**src/urs_consts.vh**
```
`ifndef URS_CONSTS_VH
`define URS_CONSTS_VH

// register bus
`define URS_ADDR_W      4
`define URS_DATA_W      16
`define URS_REG_STA     4'h0
`define URS_REG_MODE    4'h1
`define URS_REG_BAUD    4'h2
`define URS_REG_RXD     4'h3
`define URS_REG_IST     4'h4
`define URS_REG_IMSK    4'h5

// status and control register fields
`define URS_STA_ADET    5
`define URS_STA_IDLE    4
`define URS_STA_PAR     3
`define URS_STA_FRM     2
`define URS_STA_OVR     1
`define URS_STA_AVAIL   0

// character modes
`define URS_MODE_8N     2'h0
`define URS_MODE_8E     2'h1
`define URS_MODE_8O     2'h2
`define URS_MODE_9N     2'h3

// interrupt status and mask fields
`define URS_INT_RX      0
`define URS_INT_OVR     1
`define URS_INT_ERR     2
`define URS_INT_W       3

// reset values
`define URS_MODE_RST    2'h0
`define URS_BAUD_RST    16'h00ad
`define URS_IMSK_RST    3'h0

`endif

```
**src/urs_rx_shift.v**
```verilog
`timescale 1ns/1ps
`include "urs_consts.vh"

module urs_rx_shift
(
   input  wire        clk,
   input  wire        rst_n,
   input  wire        ce,
   input  wire        flush,
   input  wire        rx,
   input  wire [15:0] baud_div,
   input  wire [1:0]  mode,
   output wire        idle,
   output reg         done_r,
   output reg  [8:0]  data_r,
   output reg         parity_error_flag_r,
   output reg         framing_error_flag_r
);

   localparam S_IDLE  = 3'h0;
   localparam S_START = 3'h1;
   localparam S_DATA  = 3'h2;
   localparam S_PAR   = 3'h3;
   localparam S_STOP  = 3'h4;

   reg [2:0]  state_r;
   reg [15:0] cnt_r;
   reg [3:0]  bit_r;
   reg [8:0]  shift_r;
   reg        par_r;
   reg        par_bad_r;
   reg        rx_prev_r;

   wire       tick   = (cnt_r == 16'h0000);
   wire [15:0] reload = baud_div - 16'h0001;
   wire [3:0] last   = (mode == `URS_MODE_9N) ? 4'h8 : 4'h7;
   wire       has_par = (mode == `URS_MODE_8E) || (mode == `URS_MODE_8O);

   // receiver idle whenever no character is being assembled
   assign idle = (state_r == S_IDLE);

   // bit sampler: half a bit after the start edge, then once per bit
   always @(posedge clk)
   begin
      if (!rst_n)
      begin
         state_r   <= S_IDLE;
         cnt_r     <= 16'h0000;
         bit_r     <= 4'h0;
         shift_r   <= 9'h000;
         par_r     <= 1'b0;
         par_bad_r <= 1'b0;
         rx_prev_r <= 1'b1;
         done_r    <= 1'b0;
         data_r    <= 9'h000;
         parity_error_flag_r    <= 1'b0;
         framing_error_flag_r    <= 1'b0;
      end
      else if (ce)
      begin
         rx_prev_r <= rx;
         done_r    <= 1'b0;
         if (flush)
            state_r <= S_IDLE;
         else if (state_r != S_IDLE && !tick)
            cnt_r <= cnt_r - 16'h0001;
         else
         begin
            case (state_r)
               S_IDLE:
               begin
                  // only a high-to-low edge starts a character, so a line
                  // held low after a framing error does not retrigger
                  if (rx_prev_r && !rx)
                  begin
                     state_r   <= S_START;
                     cnt_r     <= {1'b0, baud_div[15:1]};
                     bit_r     <= 4'h0;
                     shift_r   <= 9'h000;
                     par_r     <= 1'b0;
                     par_bad_r <= 1'b0;
                  end
               end
               S_START:
               begin
                  cnt_r   <= reload;
                  state_r <= rx ? S_IDLE : S_DATA; // glitch rejected
               end
               S_DATA:
               begin
                  cnt_r          <= reload;
                  shift_r[bit_r] <= rx;
                  par_r          <= par_r ^ rx;
                  bit_r          <= bit_r + 4'h1;
                  if (bit_r == last)
                     state_r <= has_par ? S_PAR : S_STOP;
               end
               S_PAR:
               begin
                  cnt_r     <= reload;
                  par_bad_r <= par_r ^ rx ^ (mode == `URS_MODE_8O);
                  state_r   <= S_STOP;
               end
               S_STOP:
               begin
                  done_r  <= 1'b1;
                  data_r  <= shift_r;
                  parity_error_flag_r  <= par_bad_r;
                  framing_error_flag_r  <= !rx; // stop bit must be high
                  state_r <= S_IDLE;
               end
               default:
                  state_r <= S_IDLE;
            endcase
         end
      end
   end

endmodule // urs_rx_shift

```
**src/urs_top.v**
```verilog
// How it works
// - Address detect in 9-bit mode keeps only characters with bit 8 set.
// - The receiver idle flag reads one while idle and zero while receiving.
// - The parity error flag shows the parity result of the buffer head.
// - The framing error flag shows the framing result of the buffer head.
// - The overrun flag sets on buffer overflow and stays set until cleared.
// - Clearing a set overrun flag empties the buffer and the shift register.
// - The data available flag is one while the buffer holds a character.
`timescale 1ns/1ps
`include "urs_consts.vh"

module urs_top
#(
   parameter DEPTH = 4,
   parameter PTR_W = 2
)
(
   input  wire                   clk,
   input  wire                   rst_n,
   input  wire                   ce,
   input  wire                   rx_pin,
   input  wire [`URS_ADDR_W-1:0] addr,
   input  wire [`URS_DATA_W-1:0] wr_data,
   input  wire                   wr_en,
   input  wire                   rd_en,
   output reg  [`URS_DATA_W-1:0] rd_data,
   output reg                    irq
);

   // buffer entry: {framing error, parity error, nine data bits}
   localparam ENT_W = 11;
   localparam [PTR_W:0] FULL_CNT = DEPTH[PTR_W:0];

   // next pointer with wrap, shared by the write and read sides
   function [PTR_W-1:0] next_ptr;
      input [PTR_W-1:0] p;
      begin
         if (p == DEPTH - 1)
            next_ptr = {PTR_W{1'b0}};
         else
            next_ptr = p + 1'b1;
      end
   endfunction

   reg                  rx_meta_r;
   reg                  rx_sync_r;
   reg                  address_detect_enable_r;
   reg                  overrun_error_flag_r;
   reg [1:0]            mode_r;
   reg [15:0]           baud_r;
   reg [ENT_W-1:0]      mem_r [0:DEPTH-1];
   reg [PTR_W-1:0]      wptr_r;
   reg [PTR_W-1:0]      rptr_r;
   reg [PTR_W:0]        count_r;
   reg [`URS_INT_W-1:0] ist_r;
   reg [`URS_INT_W-1:0] imsk_r;
   reg [`URS_INT_W-1:0] ist_nxt;
   reg [`URS_DATA_W-1:0] rd_data_nxt;

   wire                 receiver_idle_flag;
   wire                 char_done;
   wire [8:0]           char_data;
   wire                 char_parity_error_flag;
   wire                 char_framing_error_flag;

   wire [ENT_W-1:0]     head = mem_r[rptr_r];
   wire                 parity_error_flag  = head[9];
   wire                 framing_error_flag = head[10];
   wire                 receive_data_available =
                           (count_r != {(PTR_W+1){1'b0}});
   wire                 full = (count_r == FULL_CNT);

   wire wr_sta  = wr_en && (addr == `URS_REG_STA);
   wire wr_mode = wr_en && (addr == `URS_REG_MODE);
   wire wr_baud = wr_en && (addr == `URS_REG_BAUD);
   wire wr_ist  = wr_en && (addr == `URS_REG_IST);
   wire wr_imsk = wr_en && (addr == `URS_REG_IMSK);
   wire rd_rxd  = rd_en && (addr == `URS_REG_RXD);

   // a one-to-zero write on the overrun flag is the flush command;
   // writing zero while it is already clear does nothing
   wire flush = wr_sta && overrun_error_flag_r
                && !wr_data[`URS_STA_OVR];

   // address filter only bites in 9-bit mode; data characters are
   // dropped so software sees just the address bytes
   wire accept = !(address_detect_enable_r
                   && (mode_r == `URS_MODE_9N)
                   && !char_data[8]);

   // nothing is stored while an overrun is pending
   wire store   = char_done && accept && !overrun_error_flag_r;
   wire push    = store && !full;
   wire ovr_evt = store && full;
   wire pop     = rd_rxd && receive_data_available && !flush;
   wire err_evt = push && (char_parity_error_flag || char_framing_error_flag);

   // two flip-flops bring the receive pin into the clock domain;
   // their reset value is the idle level, so no false start follows reset
   always @(posedge clk)
   begin
      if (!rst_n)
      begin
         rx_meta_r <= 1'b1;
         rx_sync_r <= 1'b1;
      end
      else if (ce)
      begin
         rx_meta_r <= rx_pin;
         rx_sync_r <= rx_meta_r;
      end
   end

   // receive shift register and bit timing
   urs_rx_shift u_rx
   (
      .clk      (clk),
      .rst_n    (rst_n),
      .ce       (ce),
      .flush    (flush),
      .rx       (rx_sync_r),
      .baud_div (baud_r),
      .mode     (mode_r),
      .idle     (receiver_idle_flag),
      .done_r   (char_done),
      .data_r   (char_data),
      .parity_error_flag_r   (char_parity_error_flag),
      .framing_error_flag_r   (char_framing_error_flag)
   );

   // control registers written by software
   always @(posedge clk)
   begin
      if (!rst_n)
      begin
         address_detect_enable_r <= 1'b0;
         mode_r                  <= `URS_MODE_RST;
         baud_r                  <= `URS_BAUD_RST;
         imsk_r                  <= `URS_IMSK_RST;
      end
      else if (ce)
      begin
         if (wr_sta)
            address_detect_enable_r <= wr_data[`URS_STA_ADET];
         if (wr_mode)
            mode_r <= wr_data[1:0];
         if (wr_baud)
            baud_r <= wr_data;
         if (wr_imsk)
            imsk_r <= wr_data[`URS_INT_W-1:0];
      end
   end

   // overrun flag: hardware sets, software may only clear it; an
   // overrun cannot arrive in the clearing cycle since storing is
   // blocked while the flag is set, but set is still given priority
   always @(posedge clk)
   begin
      if (!rst_n)
         overrun_error_flag_r <= 1'b0;
      else if (ce)
      begin
         if (ovr_evt)
            overrun_error_flag_r <= 1'b1;
         else if (flush)
            overrun_error_flag_r <= 1'b0;
      end
   end

   // receive buffer storage; a full buffer keeps its old entries and
   // the new character is the one lost; storage has no reset, the fill
   // count alone says which entries are valid
   always @(posedge clk)
   begin
      if (ce && push)
         mem_r[wptr_r] <= {char_framing_error_flag, char_parity_error_flag, char_data};
   end

   // write pointer; a flush rewinds it together with the read side
   always @(posedge clk)
   begin
      if (!rst_n)
         wptr_r <= {PTR_W{1'b0}};
      else if (ce)
      begin
         if (flush)
            wptr_r <= {PTR_W{1'b0}};
         else if (push)
            wptr_r <= next_ptr(wptr_r);
      end
   end

   // read pointer; only a read of a non-empty buffer advances it
   always @(posedge clk)
   begin
      if (!rst_n)
         rptr_r <= {PTR_W{1'b0}};
      else if (ce)
      begin
         if (flush)
            rptr_r <= {PTR_W{1'b0}};
         else if (pop)
            rptr_r <= next_ptr(rptr_r);
      end
   end

   // fill count; a push and a pop in one cycle leave it unchanged
   always @(posedge clk)
   begin
      if (!rst_n)
         count_r <= {(PTR_W+1){1'b0}};
      else if (ce)
      begin
         if (flush)
            count_r <= {(PTR_W+1){1'b0}};
         else if (push && !pop)
            count_r <= count_r + 1'b1;
         else if (pop && !push)
            count_r <= count_r - 1'b1;
      end
   end

   // interrupt status: sticky, write one to clear, set beats clear
   always @*
   begin
      ist_nxt = ist_r;
      if (wr_ist)
         ist_nxt = ist_nxt & ~wr_data[`URS_INT_W-1:0];
      if (push)
         ist_nxt[`URS_INT_RX] = 1'b1;
      if (ovr_evt)
         ist_nxt[`URS_INT_OVR] = 1'b1;
      if (err_evt)
         ist_nxt[`URS_INT_ERR] = 1'b1;
   end

   // interrupt line follows status and mask one cycle later; the mask
   // gates only the line, so software can still poll masked events
   always @(posedge clk)
   begin
      if (!rst_n)
      begin
         ist_r <= {`URS_INT_W{1'b0}};
         irq   <= 1'b0;
      end
      else if (ce)
      begin
         ist_r <= ist_nxt;
         irq   <= |(ist_r & imsk_r);
      end
   end

   // read mux; the data word shows the head before this read pops it;
   // error bits are forced low on an empty buffer because the head
   // slot then holds a stale or never-written entry
   always @*
   begin
      rd_data_nxt = {`URS_DATA_W{1'b0}};
      case (addr)
         `URS_REG_STA:
         begin
            rd_data_nxt[`URS_STA_ADET]  = address_detect_enable_r;
            rd_data_nxt[`URS_STA_IDLE]  = receiver_idle_flag;
            rd_data_nxt[`URS_STA_PAR]   = receive_data_available
                                          && parity_error_flag;
            rd_data_nxt[`URS_STA_FRM]   = receive_data_available
                                          && framing_error_flag;
            rd_data_nxt[`URS_STA_OVR]   = overrun_error_flag_r;
            rd_data_nxt[`URS_STA_AVAIL] = receive_data_available;
         end
         `URS_REG_MODE:
            rd_data_nxt[1:0] = mode_r;
         `URS_REG_BAUD:
            rd_data_nxt = baud_r;
         `URS_REG_RXD:
            if (receive_data_available)
               rd_data_nxt[8:0] = head[8:0];
         `URS_REG_IST:
            rd_data_nxt[`URS_INT_W-1:0] = ist_r;
         `URS_REG_IMSK:
            rd_data_nxt[`URS_INT_W-1:0] = imsk_r;
         default:
            rd_data_nxt = {`URS_DATA_W{1'b0}};
      endcase
   end

   // read data stand only in the cycle after the strobe
   always @(posedge clk)
   begin
      if (!rst_n)
         rd_data <= {`URS_DATA_W{1'b0}};
      else if (ce)
      begin
         if (rd_en)
            rd_data <= rd_data_nxt;
         else
            rd_data <= {`URS_DATA_W{1'b0}};
      end
   end

endmodule // urs_top

```
**config.mk**
```make
export PLATFORM = sky130hd
export DESIGN_NAME = urs_top
export DESIGN_NICKNAME = d
export VERILOG_FILES = /design/src/urs_rx_shift.v /design/src/urs_top.v
export VERILOG_INCLUDE_DIRS = /design/src
export SDC_FILE = /design/constraint.sdc
export NUM_CORES = 1
export LEC_CHECK = 0
export BUFFER_PORTS_ARGS = -buffer_cell sky130_fd_sc_hd__buf_2
export CORE_MARGIN = 4
export CORE_UTILIZATION = 40
export CTS_CLUSTER_SIZE = 20
export DETAILED_ROUTE_END_ITERATION = 10
export SLEW_MARGIN = 20
export SYNTH_ARGS = -nofsm -noshare
export SYNTH_HDL_FRONTEND = slang
export SYNTH_HIERARCHICAL = 1
export SYNTH_SLANG_ARGS = --single-unit
```
**constraint.sdc**
```tcl
create_clock -name clk -period 4.85 [get_ports clk]
set_input_delay 0.97 -clock clk [delete_from_list [all_inputs] [get_ports clk]]
set_output_delay 0.97 -clock clk [all_outputs]
set_load 0.02 [all_outputs]
```
Word level (Yosys, flattened, before mapping):

Memories as Yosys holds them, arrays and structs flattened. A register that Yosys moved wholly into a read port is not among the register bits.
Index checks and enable logic that the tools add are counted.

* register bits after elaboration: 99
* bits in writable memories: 44
* bits of input ports: 26
* memories kept: 1

* $add $sub $neg: 7
* order comparisons: 2
* equal/unequal tests: 21
* multiplexer cells: 50
* bitwise operators: 7
* reductions and logical operators: 70

Memories
* mem_r: words 4, bits a word 11, rd ports 1, clocked after memory_dff 1, wr ports 1, line urs_top.v:51 `reg [ENT_W-1:0] mem_r [0:DEPTH-1];`

Operators with widths (number)
* 16-bit two-way mux: 3
* 16-bit case mux with 2 select lines: 1
* 16-bit by 1-bit subtractor with 16-bit output, second input constant: 2
* 3-bit two-way mux: 9
* 1-bit logical AND: 25
* 2-bit AND reduction: 11
* 2-bit two-way mux: 9
* 9-bit two-way mux: 2
* 9-bit case mux with 2 select lines: 1
* 16-bit zero test: 1
* 2-bit nonzero test: 8
* 1-bit two-way mux: 12
* 2-bit case mux with 6 select lines: 1
* 3-bit case mux with 4 select lines: 1
* 4-bit AND reduction: 3
* 3-bit nonzero test: 4
* 1-bit zero test: 10
* 5-bit AND reduction: 2
* 9-bit bitwise mux: 1
* 3-bit case mux with 3 select lines: 1
* 2-bit equality test, second input constant: 4
* 4-bit by 2-bit equality test with 1-bit output, second input constant: 2
* 4-bit by 3-bit equality test with 1-bit output, second input constant: 2
* 4-bit two-way mux: 2
* 30 further kinds: 40

Depth between registers and ports, before layout:

Gate-level depths: netlist (run 1).

* word-level depth: 12
* gate-level depth with buffers: 10
* mapped depth without buffers: 8

Modules after synthesis:

Netlist (run 1), hierarchy kept.

Modules (own cells, without submodules)
* urs_top: instances 1, cells each 345, area each 4156.5 um^2, sequential area each 2402.3 um^2
* urs_rx_shift: instances 1, cells each 372, area each 2914.0 um^2, sequential area each 940.9 um^2

Worst setup path after synthesis (run 1):

OpenSTA, ideal clock, no wires.

* path kind: input to register
* start point: input port addr[1]
* end point: register u_rx.data_r[0]
* setup time: 0.128 ns
* arrival time: 2.647 ns
* required time: 4.722 ns
* setup slack: 2.076 ns
* stages on the path: 9
* path through: buf_6 nor4_4 and4b_1 nand2b_1 nor2_1 nand3_2 buf_2 mux2i_1 nor2_1

* cells in the longest elaborated chain, start to end: 6

RTL lines
* start: declaration: line urs_top.v:22 `` input wire [`URS_ADDR_W-1:0] addr, ``
* 4-bit zero test
* 1-bit logical AND: line urs_top.v:73 `` wire wr_sta = wr_en && (addr == `URS_REG_STA); ``
* 1-bit logical AND (2 in a row): line urs_top.v:82 `wire flush = wr_sta && overrun_error_flag_r`
* via flush: line urs_top.v:82
* 1-bit inverter (no line)
* 4-bit AND reduction (no line)
* end signal: assignment: line urs_rx_shift.v:107 `data_r <= shift_r;`
* end: declaration: line urs_rx_shift.v:15 `output reg [8:0] data_r,`

The timed path passes the listed nets, and every way through them passes these cells.
A chain may end at the register's enable or synchronous reset.

Final worst setup path (run 1):

* start point: input port addr[1]
* end point: register u_rx.shift_r[0]

* cells in the longest elaborated chain, start to end: 6

RTL lines
* 4-bit zero test
* 1-bit logical AND: line urs_top.v:73
* 1-bit logical AND (2 in a row): line urs_top.v:82
* via flush: line urs_top.v:82
* 1-bit inverter (no line)
* 5-bit AND reduction (no line)
* end signal: indexed assignment: line urs_rx_shift.v:92 `shift_r[bit_r] <= rx;`
* end: declaration: line urs_rx_shift.v:29 `reg [8:0] shift_r;`

The timed path passes the listed nets, and every way through them passes these cells.

==> results.md, run 1 <==
* Row count at 48
* TNS Setup at 0 ns
* Final GP Congestion at 0.828
* Starting density of the core at 0.409
* Fin area at 8010 µm²
* CP Max Fanout at 10
* Leakage power at 3.05 nW
* I/O Buffers at 42
* Reg-to-Reg Start: u_rx/cnt_r[7]
* Crit-path max cell delay at 0.58 ns
* Filler instances at 1640
* Library cells used by synthesis at 83
* Reg area at 3340 µm²
* Most used flip-flop cell after synthesis: dfxtp_1
* Worst Hold Class: reg -> reg
* # diodes at 0
* DRT Pass-1 Iters at 4
* Clock skew at 0.00692 ns
* Core Area at 17300 µm²
* Share of the synthesized area in the top cell type at 0.286
* Seq/Total Area, Yosys at 0.473
* Multi-input logic area at 3480 µm²
* Measured slew at the worst slew-check pin at 0.881 ns
* Flops & latches, synth at 145
* Share of layout cells above drive strength 1 at 0.159
* Initial antenna violation count at 0
* FFs w/ async S/R, synth at 0
* Endpoint class of the critical path: flop
* Avg WL per Cell at 17.9 µm
* Power Density at 344 nW/µm²
* Post-cts sizing count at 0
* Post-DRT Antenna Nets at 0
* Crit path from: addr[1]
* Final Worst Setup Slack at 1.86 ns
* IO Pins at 43
* Vias at 5478
* Hold path start: rd_data[2]
* Total Power at 2.75 mW
* EDFF count, synth at 44
* Hpwl dp at 12300 µm
* Synth warn at 6
* Buf/Inv on CP at 1
* Avg Inst Size Synth at 9.86 µm²
* Post-DR vias/cell at 5.59
* Hold-fix buffers, CTS at 0
* Final period util at 0.616
* Synth cell count leaders: 101 x dfxtp_1, 82 x nand2_1, 78 x nor2_1
* Mapped Area at 7070 µm²
* Final wirelength at 17600 µm
* Cells after synthesis at 717
* Worst path slowest cell: and4b_1
* Root Driver: clkbuf_16
* Die footprint at 19900 µm²
* Vias in the first global route at 5526
* DRC Markers at 0
* Syn Nets at 757
* RSZ-0062 raised after global routing: no
* Max-cap violations at 0
* Most area-hungry cell type in the Yosys netlist: dfxtp_1
* Clock Latency Late Sink at 0.42 ns
* GR Overflow Total at 0
* CTS tree: done
* Count leader, synth: dfxtp_1
* Longest Clk Path Bufs at 2
* Pins Over Slew Limit at 0
* Die height at 141 µm
* NumNets Final at 782
* Gr usage total at 0.181
* CP cell instances: buf_2 -> nor4_4 -> and4b_1 -> nand2b_1 -> nor3b_1 -> nor2_1 -> nand2_1 -> mux2i_1
* Final hold violations at 0
* Reg clk slew, reported paths at 0.07 ns
* IR drop worst, VDD at 0.262 mV
* Setup Viol. Count Final at 0
* Critical path class: in -> reg
* Fmax at 335 MHz
* Largest net degree at the start of global routing at 40
* P&R area growth vs syn at 13.3%
* CTS H-tree lvls at 4
* First-pass GRT wire length at 28700 µm
* Total CTS buffers at 17
* Post-CTS setup buffer count at 0
* CP delay by family, top: simple AND/OR/NAND/NOR gates
* Slew margin rel. at 0.412
* CP required at 5.19 ns
* Period minus WS final at 2.99 ns
* Status: complete, no violations
* Pre-CTS WS at 1.22 ns
* Die W at 141 µm
* Sink Count at 145
* Synth top area cells: dfxtp_1 29%, edfxtp_1 19%, nand2_1 4.4%
* Post-DP Area at 7390 µm²
* Crit path DAT at 3.33 ns
* Crit start category: input port
* Drt initial violations at 310
[per-stage QoR]
stage / hold WS (ns) / cells / util
3_5_place_dp: 0.442 / 948 / 0.427
4_1_cts: 0.451 / 980 / 0.462
2_1_floorplan: 0.433 / 717 / -
6_report: 0.458 / 980 / 0.463
5_1_grt: 0.491 / 980 / 0.463
3_3_place_gp: 0.445 / 948 / 0.427
[placed cells by master, fill, tap and decap left out, types with 13 or more instances in the layout]
| master | n |
|---|---|
| nor2_1 | 77 |
| edfxtp_1 | 44 |
| a22oi_1 | 17 |
| ha_1 | 13 |
| nand3_1 | 29 |
| nand2_1 | 82 |
| mux2i_1 | 30 |
| o21ai_0 | 19 |
| dfxtp_1 | 101 |
| a21oi_1 | 47 |
| clkbuf_16 | 17 |
| inv_1 | 15 |
| buf_2 | 42 |
[sequential cells by signal (all words and copies together), names as in the netlist, 2 cells and up, named ones only]
register / count
u_rx/shift_r: 9
u_rx/bit_r: 4
ist_r: 3
baud_r: 16
imsk_r: 3
rptr_r: 2
count_r: 3
u_rx/state_r: 3
rd_data: 16
u_rx/data_r: 9
mode_r: 2
u_rx/cnt_r: 16
wptr_r: 2
mem_r: 44
[power breakdown]
group          switching [mW]  internal (mW)  leakage, nW
Combinational           0.113         0.0557         1.51
Sequential             0.0115           1.25         1.25
Clock                   0.551          0.773        0.285
[path summary, 6_finish.rpt]
check | endpoint | slack, ns | cells after the start
setup / recovery | u_rx/shift_r[0] | 1.86 | 8
hold / removal | rd_data[2] | 0.46 | 2
setup reg to reg | u_rx/framing_error_flag_r | 1.99 | 5
hold reg to reg | rd_data[2] | 0.46 | 2
[final cells by class]
| type | instances | share of cell area |
|---|---|---|
| timing repair buffer | 46 | 0.0300 |
| multi-input combinational | 516 | 0.435 |
| inverter | 16 | 0.00750 |
| tap | 225 | 0.0352 |
| clock inverter | 15 | 0.0222 |
| sequential | 145 | 0.417 |
| clock buffer | 17 | 0.0531 |
[worst register-to-register path, cell delays in order (launching register included)]
cell and delay (ns):
dfxtp_1 0.37, nor4_2 0.59, nor4b_4 0.71, nand3_2 0.53, or2_2 0.45, a21oi_1 0.13
[cell families after synthesis]
family / synth area share
buf+inv: 0.0375
mux: 0.0871
fa+ha+maj: 0.0258
xor+xnor: 0.0198
flops: 0.473
compound gates: 0.141
simple gates: 0.216
[per-layer routing]
layer / wire length, µm / share of wire / GRT usage / vias to the layer above
met5: 0 / 0 / 0 / -
met3: 838 / 0.048 / 0.0377 / 30
li1: - / - / - / 2674
met4: 414 / 0.024 / 0.0724 / 0
met2: 8350 / 0.47 / 0.296 / 133
met1: 7980 / 0.45 / 0.234 / 2641
Note: power is estimated with default switching activity, not from simulation.
==> run 2: changes to the inputs <==
==> constraint.sdc (replaced) <==
create_clock -name clk -period 3 [get_ports clk]
set_input_delay 0.6 -clock clk [delete_from_list [all_inputs] [get_ports clk]]
set_output_delay 0.6 -clock clk [all_outputs]
set_load 0.02 [all_outputs]
==> results.md, run 2 (same netlist as run 1, synthesis figures left out) <==
* Reg clk slew, reported paths at 0.06 ns (about the same)
* Drt initial violations at 470 (+52%)
* Most frequent cells in the layout: 101 x dfxtp_1, 82 x nand2_1, 77 x nor2_1
* Initial antenna violation count at 0 (unchanged)
* Avg WL per Cell at 17.7 µm (-1.3%)
* Fin area at 8040 µm² (+0.41%)
* Setup Viol. Count Final at 0 (unchanged)
* Die W at 141 µm (unchanged)
* Largest register FFs at 44 (unchanged)
* FF-to-FF End: u_rx/shift_r[0]
* RSZ-0062 raised after global routing: no
* Post-cts sizing count at 0 (unchanged)
* Post-CTS setup buffer count at 0 (unchanged)
* GR Overflow Total at 0 (unchanged)
* Status: complete, no violations
* Pre-CTS WS at 0.295 ns (-0.924 ns)
* Core Area at 17300 µm² (unchanged)
* Crit path DAT at 2.88 ns (-0.45 ns)
* Hold-fix buffers, CTS at 0 (unchanged)
* Pins Over Slew Limit at 0 (unchanged)
* Util after Layout at 0.465 (+0.00188)
* Commonest non-fill, non-tap cell in the layout: dfxtp_1
* Measured slew at the worst slew-check pin at 0.749 ns (-0.132 ns)
* Die height at 141 µm (unchanged)
* Worst reg-to-reg path cell count at 6 (+1)
* Slew margin rel. at 0.494 (+0.0820)
* IR drop worst, VDD at 0.410 mV (+56%)
* Leakage power at 3.09 nW (+1.4%)
* CTS H-tree lvls at 4 (unchanged)
* R2R setup slack at 0.41 ns (-1.58 ns)
* Starting density of the core at 0.409 (unchanged)
* Final hold violations at 0 (unchanged)
* First-pass GRT wire length at 28500 µm (-0.75%)
* DRT Pass-1 Iters at 5 (+1)
* Hpwl dp at 12600 µm (+2.0%)
* CTS tree: done
* Share of layout cells above drive strength 1 at 0.167 (+0.00816)
* Crit path from: u_rx/cnt_r[7]
* Die footprint at 19900 µm² (unchanged)
* Worst Setup EP: u_rx/shift_r[0]
* Final GP Congestion at 0.854 (+3.2%)
* Fmax at 386 MHz
* Power Density at 546 nW/µm² (+59%)
* Largest Register: mem_r
* Total Power at 4.39 mW (+59%)
* Post-DR vias/cell at 5.62 (+0.57%)
* # diodes at 0 (unchanged)
* Final Worst Setup Slack at 0.413 ns (-1.45 ns)
* Sink Count at 145 (unchanged)
* CP Max Fanout at 12 (+2)
* I/O Buffers at 42 (unchanged)
* Largest net degree at the start of global routing at 26 (-35%)
* NumNets Final at 793 (+1.4%)
* Longest Clk Path Bufs at 2 (unchanged)
* IO Pins at 43 (unchanged)
* Gr usage total at 0.181 (about the same)
* Period minus WS final at 2.59 ns
* DRC Markers at 0 (unchanged)
* Endpoint class of the critical path: flop
* Critical path class: reg -> reg
* TNS Setup at 0 ns (unchanged)
* Clock skew at 0.00827 ns (+0.00135 ns)
* Worst Hold Class: in -> reg
* Total CTS buffers at 17 (unchanged)
* Clock Latency Late Sink at 0.43 ns (about the same)
* Final wirelength at 17500 µm (-0.21%)
* Crit start category: flop
* Row count at 48 (unchanged)
* Root Driver: clkbuf_16
* CP required at 3.30 ns (-1.89 ns)
* Reg-to-Reg Start: u_rx/cnt_r[7]
* Post-DRT Antenna Nets at 0 (unchanged)
* Vias in the first global route at 5445 (-1.5%)
* Max-cap violations at 0 (unchanged)
* Post-DP Area at 7470 µm² (+1.1%)
* P&R area growth vs syn at 13.7%
* Vias at 5571 (+1.7%)
* Final period util at 0.862
-- run 2: layout make-up --
cell class              instances  area (µm²)
clock buffers                  20         437
clock inverters                12         133
fillers                      1595        9260
inverters                      16        60.1
multi-input cells             516        3460
flip-flops and latches        145        3340
well taps                     225         282
repair buffers                 57         323
-- run 2: stage by stage --
step	instances	hold slack, ns
6_report	991	0.395
3_3_place_gp	959	0.444
5_1_grt	991	0.397
3_5_place_dp	959	0.457
2_1_floorplan	717	0.433
4_1_cts	991	0.383
-- run 2: worst max-delay path, cell delays in order, from the launching register on --
cell	delay [ns]
dfxtp_1	0.38
nor4_2	0.59
nand4_1	0.26
o21ai_0	0.44
and2_1	0.46
nand3_1	0.17
mux2i_1	0.15
-- run 2: worst min path at each step --
stage	endpoint	slack, ns	depth (start not counted)	start
after floorplan	u_rx/rx_prev_r	0.43	2	u_rx/rx_prev_r
after global placement	rd_data[2]	0.44	2	rd_data[2]
after detailed placement	rd_data[1]	0.46	1	rd_data[1]
after CTS	rx_meta_r	0.38	3	rx_pin
after global routing	rx_meta_r	0.40	3	rx_pin
final	rx_meta_r	0.40	3	rx_pin
-- run 2: metal layers --
metal | global-route usage | vias up | wire length, µm
met5 | 0 | - | 0
met4 | 0.0765 | 0 | 395
met3 | 0.0400 | 29 | 843
met2 | 0.290 | 147 | 8220
met1 | 0.236 | 2696 | 8080
li1 | - | 2699 | -
-- run 2: report_power, final --
part	switching (mW)	leakage, nW	total, mW	internal [mW]
registers	0.0192	1.25	2.04	2.02
clock network	0.838	0.273	2.07	1.23
logic	0.185	1.57	0.285	0.100
==> run 3: changes to the inputs <==
--- a/config.mk
+++ b/config.mk
@@ -7,7 +7,8 @@
 export NUM_CORES = 1
 export LEC_CHECK = 0
 export BUFFER_PORTS_ARGS = -buffer_cell sky130_fd_sc_hd__buf_2
-export CORE_MARGIN = 4
+export CORE_ASPECT_RATIO = 0.6
+export CORE_MARGIN = 2
 export CORE_UTILIZATION = 40
 export CTS_CLUSTER_SIZE = 20
 export DETAILED_ROUTE_END_ITERATION = 10
==> results.md, run 3 (same netlist as run 1, synthesis figures left out) <==
* Status: complete, no violations
* Min-Delay Path Depth at 3 (unchanged)
* Root Driver: clkbuf_16
* Post-cts sizing count at 0 (unchanged)
* Max-cap violations at 0 (unchanged)
* Power share of the clock group at 0.480 (+0.009)
* Vias at 5633 (+1.1%)
* Die footprint at 18800 µm² (-5.4%)
* Worst reg-to-reg path cell count at 6 (unchanged)
* CTS H-tree lvls at 4 (unchanged)
* Clock Latency Late Sink at 0.43 ns (about the same)
* Crit path DAT at 2.86 ns (-0.02 ns)
* Setup Viol. Count Final at 0 (unchanged)
* Fmax at 393 MHz (+1.7%)
* Core Area at 17200 µm² (-0.43%)
* Critical path class: reg -> reg
* Largest register FFs at 44 (unchanged)
* CP Max Fanout at 6 (-6)
* I/O Buffers at 42 (unchanged)
* Starting density of the core at 0.411 (+0.00178)
* Commonest non-fill, non-tap cell in the layout: dfxtp_1
* DRT Pass-1 Iters at 5 (unchanged)
* Measured slew at the worst slew-check pin at 0.709 ns (-0.0396 ns)
* FF-to-FF End: u_rx/cnt_r[15]
* Pins Over Slew Limit at 0 (unchanged)
* Initial antenna violation count at 0 (unchanged)
* Vias in the first global route at 5264 (-3.3%)
* First-pass GRT wire length at 29400 µm (+3.1%)
* DRC Markers at 0 (unchanged)
* P_sw at 1.23 mW (+18%)
* Post-DRT Antenna Nets at 0 (unchanged)
* Largest net degree at the start of global routing at 26 (unchanged)
* Die W at 176 µm (+25%)
* Pint at 3.25 mW (-2.9%)
* Avg WL per Cell at 18.6 µm (+5.0%)
* Hold-fix buffers, CTS at 0 (unchanged)
* Hold path start: rx_pin
* Endpoint class of the critical path: flop
* Dpl cells at 968 (+0.94%)
* GR Overflow Total at 0 (unchanged)
* Leakage power at 3.11 nW (+0.65%)
* Period minus WS final at 2.54 ns (-0.0427 ns)
* Final hold violations at 0 (unchanged)
* Share of layout cells above drive strength 1 at 0.172 (+0.00522)
* Final wirelength at 18600 µm (+6.0%)
* Gr usage total at 0.204 (+0.0237)
* Filler instances at 1621 (+1.6%)
* Post-CTS setup buffer count at 0 (unchanged)
* Crit path from: baud_r[1]
* Most frequent cells in the layout: 101 x dfxtp_1, 82 x nand2_1, 77 x nor2_1
* NumNets Final at 793 (unchanged)
* CP required at 3.32 ns (+0.02 ns)
* Final period util at 0.848 (-0.0142)
* Reg clk slew, reported paths at 0.07 ns (about the same)
* Power Density at 553 nW/µm² (+1.3%)
* Combinational fraction of design power at 0.065 (about the same)
* Clock skew at 0.0121 ns (+0.00382 ns)
* Drt initial violations at 451 (-4.0%)
* RSZ-0062 raised after global routing: no
* Worst Hold Class: in -> reg
* Final GP Congestion at 0.855 (about the same)
* Slew margin rel. at 0.526 (+0.0324)
* IO Pins at 43 (unchanged)
* Longest Clk Path Bufs at 2 (unchanged)
* R2R setup slack at 0.46 ns (+0.04 ns)
* Switch share at 0.274 (+0.0371)
* Post-DR vias/cell at 5.63 (+0.20%)
* Reg power frac at 0.455 (-0.010)
* TNS Setup at 0 ns (unchanged)
* Crit start category: flop
* Row count at 37 (-23%)
* Total Power at 4.48 mW (+2.1%)
* Reg-to-Reg Start: baud_r[1]
* Sink Count at 145 (unchanged)
* Hold EP: rx_meta_r
* Die height at 107 µm (-24%)
* Final Non-Filler Cells at 1000 (+0.91%)
* CTS tree: done
* # diodes at 0 (unchanged)
* Total CTS buffers at 17 (unchanged)
* P&R area growth vs syn at 14.5%
* IR drop worst, VDD at 0.322 mV (-22%)
* Hpwl dp at 13400 µm (+6.3%)
* Largest Register: mem_r
==> run 3: changes by cell type in the layout (fill, tap and decap cells not counted), sizes merged <==
| cell | delta |
|---|---|
| inv | +5 |
| bufinv | -2 |
| clkbuf | -3 |
==> run 3: worst max-delay path by stage <==
stage	slack, ns	end
4_1_cts	0.47	u_rx/shift_r[4]
5_1_grt	0.22	u_rx/shift_r[7]
6_report	0.46	u_rx/cnt_r[15]
3_5_place_dp	0.34	count_r[2]
2_1_floorplan	0.60	u_rx/data_r[0]
3_3_place_gp	0.36	count_r[2]
==> run 3: critical path, stage by stage, from the launching register on <==
cell      delay (ns)
dfxtp_1         0.37
or4_1           0.64
nand3b_1        0.29
or4_1           0.48
xor2_1          0.28
o22ai_1         0.14
a41o_1          0.24
==> run 3: area by class of cell <==
type,instances,area (µm²),share of cell area
Clock inverter,15,176,0.0218
Timing Repair Buffer,57,335,0.0414
Multi-Input combinational cell,516,3460,0.428
Tap cell,234,293,0.0362
Inverter,16,60.1,0.00742
Sequential cell,145,3340,0.413
Clock buffer,17,425,0.0525
==> run 3: power groups by stage <==
| stage | registers (mW) | clock network (mW) | logic (mW) |
|---|---|---|---|
| 3_3_place_gp | 2.08 | 0 | 0.285 |
| 5_1_grt | 2.04 | 2.27 | 0.321 |
| 4_1_cts | 2.04 | 2.18 | 0.290 |
| 2_1_floorplan | 2.08 | 0 | 0.194 |
| 6_report | 2.04 | 2.15 | 0.294 |
| 3_5_place_dp | 2.08 | 0 | 0.289 |
==> run 3: through the flow <==
stage / util / hold slack (ns) / instance area [µm²] / setup slack [ns]
3_5_place_dp: 0.435 / 0.445 / 7500 / 0.335
6_report: 0.470 / 0.394 / 8100 / 0.455
3_3_place_gp: 0.435 / 0.443 / 7500 / 0.356
2_1_floorplan: - / 0.433 / 7070 / 0.596
4_1_cts: 0.470 / 0.391 / 8100 / 0.471
5_1_grt: 0.470 / 0.400 / 8100 / 0.215
==> run 3: layer usage <==
layer | up-vias | track usage | share of wire
met5 | - | 0 | 0
met4 | 0 | 0.0354 | 0.0037
met3 | 8 | 0.0426 | 0.062
met2 | 190 | 0.293 | 0.41
met1 | 2740 | 0.318 | 0.53
li1 | 2695 | - | -
